File: src/include/adc_ctrl_map.svh
// Overview of operation
// convert start falling while selected and converting starts an internal reset
// the internal reset ends by itself after a fixed count
// a finished reset clears every output data latch to zero
// a finished reset drives busy low
// after a reset, sampling restarts at the falling edge of busy
// host toggles read strobe three full cycles after power-on before trusting results
// power-on reads load trim data; conversions before that are flagged invalid
// host never ties read strobe permanently low
// host may hold read strobe active only after the three power-on reads
// busy rises when a conversion starts and stays high until it ends
// sampling starts at busy fall with select low, or select fall with busy low
// data bus driven only while select and read strobe are both low
// completed read cycles counted, saturating, init done at three
`ifndef ADC_CTRL_MAP_SVH
`define ADC_CTRL_MAP_SVH
`define ADC_INIT_READS      2'h3
`define ADC_CONV_CYCLES     8'h64
`define ADC_RST_CYCLES      8'h04
`define ADC_DATA_RESET      16'h0000
`endif

File: src/include/adc_ctrl_pkg.sv
package adc_ctrl_pkg;
  typedef enum logic [1:0] {
    ST_IDLE  = 2'b00,
    ST_CONV  = 2'b01,
    ST_RESET = 2'b11
  } state_t;
  typedef struct packed {
    logic        busy;
    logic        sampling;
    logic        init_done;
    logic        result_valid;
  } status_t;
endpackage : adc_ctrl_pkg

File: src/verilog/adc_reset_init_ctrl.sv
`timescale 1ns/1ns
`default_nettype none
`include "adc_ctrl_map.svh"
module adc_reset_init_ctrl (
  input  wire logic                  ref_clk_in,
  input  wire logic                  arst_n_in,
  input  wire logic                  chip_select_n_in,
  input  wire logic                  convert_start_n_in,
  input  wire logic                  read_strobe_n_in,
  input  wire logic [15:0]           result_in,
  output logic [15:0]                data_out,
  output logic                       data_oe_out,
  output var adc_ctrl_pkg::status_t  status_out
);
  adc_ctrl_pkg::state_t state_ff, nxt_state;
  logic [7:0]  cnt_ff, nxt_cnt;
  logic [15:0] data_ff, nxt_data;
  logic        cs_n_ff, cv_n_ff, rd_n_ff;
  logic [1:0]  reads_ff, nxt_reads;
  logic        valid_ff, nxt_valid;
  logic        busy_q_ff;
  logic        cv_fall, rd_rise, busy_fall, cs_fall;
  logic        busy_now, samp_now;

  // edge detect on synchronous pins
  assign cv_fall   = cv_n_ff & ~convert_start_n_in;
  assign rd_rise   = ~rd_n_ff & read_strobe_n_in;
  assign cs_fall   = cs_n_ff & ~chip_select_n_in;
  assign busy_fall = busy_q_ff & (state_ff == adc_ctrl_pkg::ST_IDLE);

  // next state, counters and latches
  always_comb begin
    nxt_state = state_ff;
    nxt_cnt   = cnt_ff;
    nxt_data  = data_ff;
    nxt_valid = valid_ff;
    nxt_reads = reads_ff;
    if (rd_rise && reads_ff != `ADC_INIT_READS) begin
      nxt_reads = reads_ff + 2'h1; // saturating
    end
    unique case (state_ff)
      adc_ctrl_pkg::ST_IDLE: begin
        if (cv_fall && !chip_select_n_in) begin
          nxt_state = adc_ctrl_pkg::ST_CONV; // busy rises
          nxt_cnt   = `ADC_CONV_CYCLES;
        end
      end
      adc_ctrl_pkg::ST_CONV: begin
        if (cv_fall && !chip_select_n_in) begin
          nxt_state = adc_ctrl_pkg::ST_RESET; // abort
          nxt_cnt   = `ADC_RST_CYCLES;
        end else if (cnt_ff == 8'h01) begin
          nxt_state = adc_ctrl_pkg::ST_IDLE; // conversion ends
          nxt_data  = result_in;
          // trim not loaded yet: result untrustworthy
          nxt_valid = (reads_ff == `ADC_INIT_READS);
        end else begin
          nxt_cnt = cnt_ff - 8'h01;
        end
      end
      adc_ctrl_pkg::ST_RESET: begin
        if (cnt_ff == 8'h01) begin
          nxt_state = adc_ctrl_pkg::ST_IDLE; // self clear busy low
          nxt_data  = `ADC_DATA_RESET;
          nxt_valid = 1'b0;
        end else begin
          nxt_cnt = cnt_ff - 8'h01;
        end
      end
      default: nxt_state = adc_ctrl_pkg::ST_IDLE;
    endcase
  end

  // register stage only
  always_ff @(posedge ref_clk_in or negedge arst_n_in) begin
    if (!arst_n_in) begin
      state_ff  <= adc_ctrl_pkg::ST_IDLE;
      cnt_ff    <= 8'h00;
      data_ff   <= `ADC_DATA_RESET;
      valid_ff  <= 1'b0;
      reads_ff  <= 2'h0;
      cs_n_ff   <= 1'b1;
      cv_n_ff   <= 1'b1;
      rd_n_ff   <= 1'b1;
      busy_q_ff <= 1'b0;
    end else begin
      state_ff  <= nxt_state;
      cnt_ff    <= nxt_cnt;
      data_ff   <= nxt_data;
      valid_ff  <= nxt_valid;
      reads_ff  <= nxt_reads;
      cs_n_ff   <= chip_select_n_in;
      cv_n_ff   <= convert_start_n_in;
      rd_n_ff   <= read_strobe_n_in;
      busy_q_ff <= (state_ff != adc_ctrl_pkg::ST_IDLE);
    end
  end

  // bus driver: enable is combinational, data from flops
  assign data_out    = data_ff;
  assign data_oe_out = ~chip_select_n_in & ~read_strobe_n_in;

  // sampling pulse: busy fall with select low, or select fall idle
  assign busy_now = (state_ff != adc_ctrl_pkg::ST_IDLE);
  assign samp_now = (busy_fall & ~chip_select_n_in) |
                    (cs_fall & ~busy_q_ff & (state_ff == adc_ctrl_pkg::ST_IDLE));
  // one assign for the whole word keeps the status port a single driver
  assign status_out = '{busy:         busy_now,
                        sampling:     samp_now,
                        init_done:    (reads_ff == `ADC_INIT_READS),
                        result_valid: valid_ff};

  // a second start while converting must abort
  property p_abort;
    @(posedge ref_clk_in) disable iff (!arst_n_in)
      (state_ff == adc_ctrl_pkg::ST_CONV && cv_fall && !chip_select_n_in) |=> state_ff == adc_ctrl_pkg::ST_RESET;
  endproperty
  a_abort: assert property (p_abort) else $error("abort missed");

  // reset length is fixed, host never has to end it
  property p_selfclear;
    @(posedge ref_clk_in) disable iff (!arst_n_in)
      $rose(state_ff == adc_ctrl_pkg::ST_RESET) |-> ##[1:4] state_ff == adc_ctrl_pkg::ST_IDLE;
  endproperty
  a_selfclear: assert property (p_selfclear) else $error("reset stuck");

  // output latch zero on leaving reset
  property p_zero;
    @(posedge ref_clk_in) disable iff (!arst_n_in)
      ($past(state_ff) == adc_ctrl_pkg::ST_RESET && state_ff == adc_ctrl_pkg::ST_IDLE) |-> data_ff == 16'h0000;
  endproperty
  a_zero: assert property (p_zero) else $error("latch not cleared");

  // busy drops with the end of reset
  property p_busylow;
    @(posedge ref_clk_in) disable iff (!arst_n_in)
      ($past(state_ff) == adc_ctrl_pkg::ST_RESET && state_ff == adc_ctrl_pkg::ST_IDLE) |-> !status_out.busy;
  endproperty
  a_busylow: assert property (p_busylow) else $error("busy high after reset");

  // acquisition restarts at busy fall
  property p_samp;
    @(posedge ref_clk_in) disable iff (!arst_n_in)
      (busy_fall && !chip_select_n_in) |-> status_out.sampling;
  endproperty
  a_samp: assert property (p_samp) else $error("no sampling at busy fall");

  // busy may not glitch low just after it rises
  property p_busyhold;
    @(posedge ref_clk_in) disable iff (!arst_n_in)
      $rose(status_out.busy) |-> status_out.busy [*4];
  endproperty
  a_busyhold: assert property (p_busyhold) else $error("busy dropped early");

  // bus enable follows select and strobe only
  property p_oe;
    @(posedge ref_clk_in) disable iff (!arst_n_in)
      data_oe_out == (!chip_select_n_in && !read_strobe_n_in);
  endproperty
  a_oe: assert property (p_oe) else $error("bus enable wrong");

  // counter saturates, so init never reverts
  property p_sat;
    @(posedge ref_clk_in) disable iff (!arst_n_in)
      status_out.init_done |=> status_out.init_done;
  endproperty
  a_sat: assert property (p_sat) else $error("init flag lost");

  // no trusted result before the trim load
  property p_inval;
    @(posedge ref_clk_in) disable iff (!arst_n_in)
      status_out.result_valid |-> status_out.init_done;
  endproperty
  a_inval: assert property (p_inval) else $error("valid before trim");

  // start with select high is ignored while idle
  property p_refuse;
    @(posedge ref_clk_in) disable iff (!arst_n_in)
      (state_ff == adc_ctrl_pkg::ST_IDLE && cv_fall && chip_select_n_in) |=> state_ff == adc_ctrl_pkg::ST_IDLE;
  endproperty
  a_refuse: assert property (p_refuse) else $error("start taken without select");

  // reset runs its full count, starts cannot cut it short
  property p_rsthold;
    @(posedge ref_clk_in) disable iff (!arst_n_in)
      (state_ff == adc_ctrl_pkg::ST_RESET && cnt_ff != 8'h01) |=> state_ff == adc_ctrl_pkg::ST_RESET;
  endproperty
  a_rsthold: assert property (p_rsthold) else $error("reset left early");

  // a clean end of conversion stores the result and drops busy
  property p_convend;
    @(posedge ref_clk_in) disable iff (!arst_n_in)
      (state_ff == adc_ctrl_pkg::ST_CONV && cnt_ff == 8'h01 && !(cv_fall && !chip_select_n_in))
      |=> (!status_out.busy && data_ff == $past(result_in));
  endproperty
  a_convend: assert property (p_convend) else $error("result not stored at end");

  // each completed read advances the count until saturation
  property p_reads;
    @(posedge ref_clk_in) disable iff (!arst_n_in)
      (rd_rise && reads_ff != `ADC_INIT_READS) |=> reads_ff == $past(reads_ff) + 2'h1;
  endproperty
  a_reads: assert property (p_reads) else $error("read not counted");

  // an aborted result must never look valid
  property p_rstvalid;
    @(posedge ref_clk_in) disable iff (!arst_n_in)
      ($past(state_ff) == adc_ctrl_pkg::ST_RESET && state_ff == adc_ctrl_pkg::ST_IDLE) |-> !status_out.result_valid;
  endproperty
  a_rstvalid: assert property (p_rstvalid) else $error("valid after reset");

  // select fall while idle opens acquisition
  property p_sampcs;
    @(posedge ref_clk_in) disable iff (!arst_n_in)
      (cs_fall && !busy_q_ff && state_ff == adc_ctrl_pkg::ST_IDLE) |-> status_out.sampling;
  endproperty
  a_sampcs: assert property (p_sampcs) else $error("no sampling at select fall");

  // never sample while a conversion or reset runs
  property p_sampidle;
    @(posedge ref_clk_in) disable iff (!arst_n_in)
      status_out.sampling |-> state_ff == adc_ctrl_pkg::ST_IDLE;
  endproperty
  a_sampidle: assert property (p_sampidle) else $error("sampling while busy");
endmodule : adc_reset_init_ctrl
`default_nettype wire

File: config.mk
export PLATFORM = sky130hd
export DESIGN_NAME = adc_reset_init_ctrl
export DESIGN_NICKNAME = d
export VERILOG_FILES = /design/src/include/adc_ctrl_pkg.sv /design/src/verilog/adc_reset_init_ctrl.sv
export VERILOG_INCLUDE_DIRS = /design/src /design/src/include
export SDC_FILE = /design/constraint.sdc
export NUM_CORES = 1
export LEC_CHECK = 0
export BUFFER_PORTS_ARGS = -buffer_cell sky130_fd_sc_hd__clkbuf_2
export CAP_MARGIN = 10
export CORE_ASPECT_RATIO = 1.2
export CORE_MARGIN = 1
export CORE_UTILIZATION = 55
export DETAILED_ROUTE_END_ITERATION = 12
export PLACE_DENSITY = 0.82
export SLEW_MARGIN = 0
export SYNTH_ARGS = -nofsm -noshare
export SYNTH_HDL_FRONTEND = slang
export SYNTH_SLANG_ARGS = --single-unit
File: constraint.sdc
create_clock -name ref_clk_in -period 5.3 [get_ports ref_clk_in]
set_input_delay 1.06 -clock ref_clk_in [delete_from_list [all_inputs] [get_ports ref_clk_in]]
set_output_delay 1.06 -clock ref_clk_in [all_outputs]
set_load 0.01 [all_outputs]
==> impl_metrics.py <==
metrics = {
    "setup_path": {
        "cp.required_ps": 4240,
        "worst_r2r_startpoint": "state_ff[1]$_DFFE_PN0P_",
        "worstPathCellList": "clkbuf_2, nor4_1, clkbuf_2",
        "startpoint": "chip_select_n_in",
        "rr_worst_depth": 3,
        "crit_fanout": 5,
        "slowest_delay_ps": 240,
        "cp_common_cell": "clkbuf_2",
        "cp-end-kind": "output port",
        "path_depth": 3,
        "worst-setup-path-type": "input pin to output port",
        "crit_slowest_cell": "nor4_1",
        "crit_buf_inv": 2,
        "path_delay_family": "buffers and inverters",
        "start_kind": "input pin",
        "cp.arrival_ps": 1610,
    },
    "finish": {
        "final_util_pct": 67.2,
        "nNetsFinal": 193,
        "nFillCells": 211,
        "fin_area_mm2": 0.00189,
        "num_antenna_cells": 0,
        "area_growth_pct": 14.5,
        "layout-drive-gt1-share_pct": 46.5,
    },
    "drt": {
        "drt_iter0_drc": 7,
        "vias_per_cell": 5.69,
        "drc": 0,
        "vias": 1160,
        "ant_nets": 0,
        "drt_wl_total_um": 3220,
        "wl_per_cell_um": 15.8,
        "first_pass_iters": 4,
    },
    "clock_tree": {
        "cts_setup_buffers": 0,
        "clkSlewWorstSetupHoldPaths_ps": 90,
        "cts-buffers-inserted": 5,
        "cts_tree": "built",
        "cts_hold_buf": 0,
        "clock_path_buffers": 2,
        "ctsHtreeMaxLevel": 2,
        "cts-root-buf": "clkbuf_4",
        "cts_sinks": 33,
        "insertion_delay_ps": 340,
        "post_cts_resized": 0,
    },
    "grt": {
        "grt_max_degree": 34,
        "grt_pass1_wl_um": 4950,
        "grt-ovfl-total": 0,
        "antenna_found_initial": 0,
        "track_usage_pct": 22.0,
        "grt_pass1_vias": 1099,
    },
    "logic_synthesis": {
        "syn_inst": 129,
        "synthXorXnorAreaFrac_pct": 0.531,
        "synth_top_family_by_area": "simple AND/OR/NAND/NOR gates",
        "synth_nets": 153,
        "yosys.area_share.adder_pct": 2.28,
        "syn_avg_cell_area_um2": 12.8,
        "synthSimpleGateAreaFrac_pct": 20.5,
        "ys_types": 38,
        "seq_area_frac_synth_pct": 50.3,
        "synthesis.area_mm2": 0.00165,
        "ys_warn_count": 0,
        "ys_seq_elements": 33,
        "synth_compound_area_share_pct": 5.92,
        "synthMuxAreaShare_pct": 15.8,
    },
    "place": {
        "gp_congestion": 0.818,
        "dp_hpwl_um": 2260,
        "port_buffers": 41,
        "pre_cts_ws_ps": 2490,
        "dpl_cell_area_mm2": 0.00183,
    },
    "sta": {
        "setup_ws_ps": 2630,
        "maxSlewHeadroom_pct": 46.1,
        "clock.fmax_mhz": 374,
        "fin_crit_sh_pct": 50.5,
        "finalHoldViolations": 0,
        "finalSetupViolations": 0,
        "rsz0062_at_grt": "no",
        "tns_ps": 0,
        "maxSlewViolCount": 0,
        "timing_worst_slew_pin_value_ps": 809,
        "skew_ps": 11.9,
        "fin_crit_ps": 2670,
    },
    "die": {
        "die-height_um": 62.0,
        "core-area_mm2": 0.00281,
        "initial_core_util_pct": 58.7,
        "io-pin-count": 42,
        "row_count": 21,
        "fp.dieW_um": 52.0,
        "dieArea_mm2": 0.00322,
    },
    "run": {
        "drv_cap": 0,
    },
    "power": {
        "total_power_mw": 0.876,
        "p_per_area_mw_per_mm2": 464,
        "power_switching_share_pct": 37.9,
        "power.leakage_nw": 0.943,
        "seq_power_share_pct": 48.7,
        "clockPowerShare_pct": 15.4,
        "ir_drop_uv": 287,
        "internal-power_mw": 0.544,
        "comb_power_share_pct": 35.8,
        "p_sw_mw": 0.332,
    },
    "worst_hold_path": {
        "hp-class": "register to register",
        "worstHoldPathCells": 1,
        "hp-start": "reads_ff[0]$_DFFE_PN0P_",
    },
    "status": {
        "outcome": "completed",
    },
}
-- final timing paths --
| path | endpoint | slack (ps) |
|---|---|---|
| setup reg to reg | data_out[8]$_DFFE_PN0P_ | 3100 |
| setup / recovery | status_out[2] | 2630 |
| hold / removal | reads_ff[0]$_DFFE_PN0P_ | 490 |
| min in group asynchronous | data_out[5]$_DFFE_PN0P_ | 800 |
| max in group asynchronous | cnt_ff[0]$_DFFE_PN0P_ | 4000 |
| hold reg to reg | reads_ff[0]$_DFFE_PN0P_ | 490 |
-- placed cells by master (no fill, tap or decap), types with 2 or more instances in the layout --
master,synthesis,final
clkbuf_2,0,41
dfrtp_1,30,30
nor2b_1,18,18
mux2_4,10,10
mux2_2,8,8
nor2_1,5,5
clkbuf_4,0,5
nand2_1,4,4
inv_1,3,3
o31ai_1,3,3
ha_1,3,3
dfstp_2,3,3
or2_2,2,2
nor3b_1,2,2
or4b_2,2,2
a21oi_1,2,2
nor4b_1,3,2
or3_1,2,2
a21boi_0,2,2
mux2i_1,2,2
o21ai_0,2,2
a311oi_1,2,2
clkinv_2,0,2
-- sequential cells by signal, indices dropped and copies added (netlist names) --
| register | flops |
|---|---|
| cnt_ff | 8 |
| state_ff | 2 |
| valid_ff | 1 |
| cs_n_ff | 1 |
| busy_q_ff | 1 |
| reads_ff | 2 |
| rd_n_ff | 1 |
| data_out | 16 |
| cv_n_ff | 1 |
-- power by group through the flow --
stage / Clock [mW] / Sequential, mW / Combinational [mW]
2_1_floorplan: 0 / 0.407 / 0.236
3_5_place_dp: 0 / 0.429 / 0.314
3_3_place_gp: 0 / 0.419 / 0.294
4_1_cts: 0.139 / 0.424 / 0.317
6_report: 0.135 / 0.427 / 0.314
5_1_grt: 0.151 / 0.438 / 0.347
-- synthesized netlist by cell type --
cell type / n / area (um^2)
ha_1: 3 / 37.5
o2111ai_1: 1 / 8.76
nand3b_1: 1 / 7.51
nor2b_1: 18 / 113
buf_6: 1 / 11.3
or3_1: 2 / 12.5
nor4b_1: 3 / 26.3
o31ai_1: 3 / 22.5
mux2_4: 10 / 150
or4b_4: 1 / 13.8
mux2i_1: 2 / 20.0
or4b_2: 2 / 20.0
xor2_1: 1 / 8.76
nor3b_1: 2 / 15.0
dfstp_2: 3 / 78.8
clkbuf_1: 2 / 7.51
a21boi_0: 2 / 15.0
and2_1: 1 / 6.26
nor3_2: 1 / 10.0
a211oi_1: 1 / 7.51
nor2_1: 5 / 18.8
nand4_4: 1 / 21.3
nor4_1: 1 / 6.26
o21ai_0: 2 / 10.0
or4_1: 1 / 7.51
buf_2: 1 / 5.00
a311oi_1: 2 / 17.5
a21oi_1: 2 / 10.0
dfrtp_1: 30 / 751
or2_2: 2 / 12.5
buf_12: 1 / 20.0
nand2_1: 4 / 15.0
nor4b_4: 1 / 23.8
mux2_2: 8 / 90.1
buf_4: 3 / 22.5
inv_1: 3 / 11.3
or3b_2: 1 / 8.76
a31oi_1: 1 / 6.26
-- per-layer routing --
| metal | vias up | GRT usage [%] | share of wire [%] |
|---|---|---|---|
| li1 | 536 | - | - |
| met1 | 574 | 24.3 | 41 |
| met2 | 39 | 38.3 | 52 |
| met3 | 11 | 7.06 | 4.9 |
| met4 | 0 | 11.2 | 2.2 |
| met5 | - | 0 | 0 |
-- stage by stage --
| stage | std cells | hold WS, ps |
|---|---|---|
| floorplan | 129 | 448 |
| global placement | 196 | 461 |
| detailed placement | 196 | 467 |
| CTS | 204 | 484 |
| global route | 204 | 525 |
| finish | 204 | 491 |
-- cells by family (layout without fill, tap and decap cells) --
group	Yosys count	in the layout
compound gates	14	14
fa+ha+maj	3	3
flops	33	33
xor+xnor	1	1
buf+inv	11	52
mux	20	20
simple gates	47	47
-- final cells by class --
type | instances | area (um^2) | share of cell area (%)
inverter | 3 | 11.3 | 0.596
clock inverter | 2 | 10.0 | 0.530
sequential | 33 | 830 | 43.9
timing repair buffer | 41 | 205 | 10.9
multi-input combinational | 85 | 748 | 39.6
clock buffer | 6 | 41.3 | 2.19
tap | 34 | 42.5 | 2.25
Note: power is estimated with default switching activity, not from simulation.
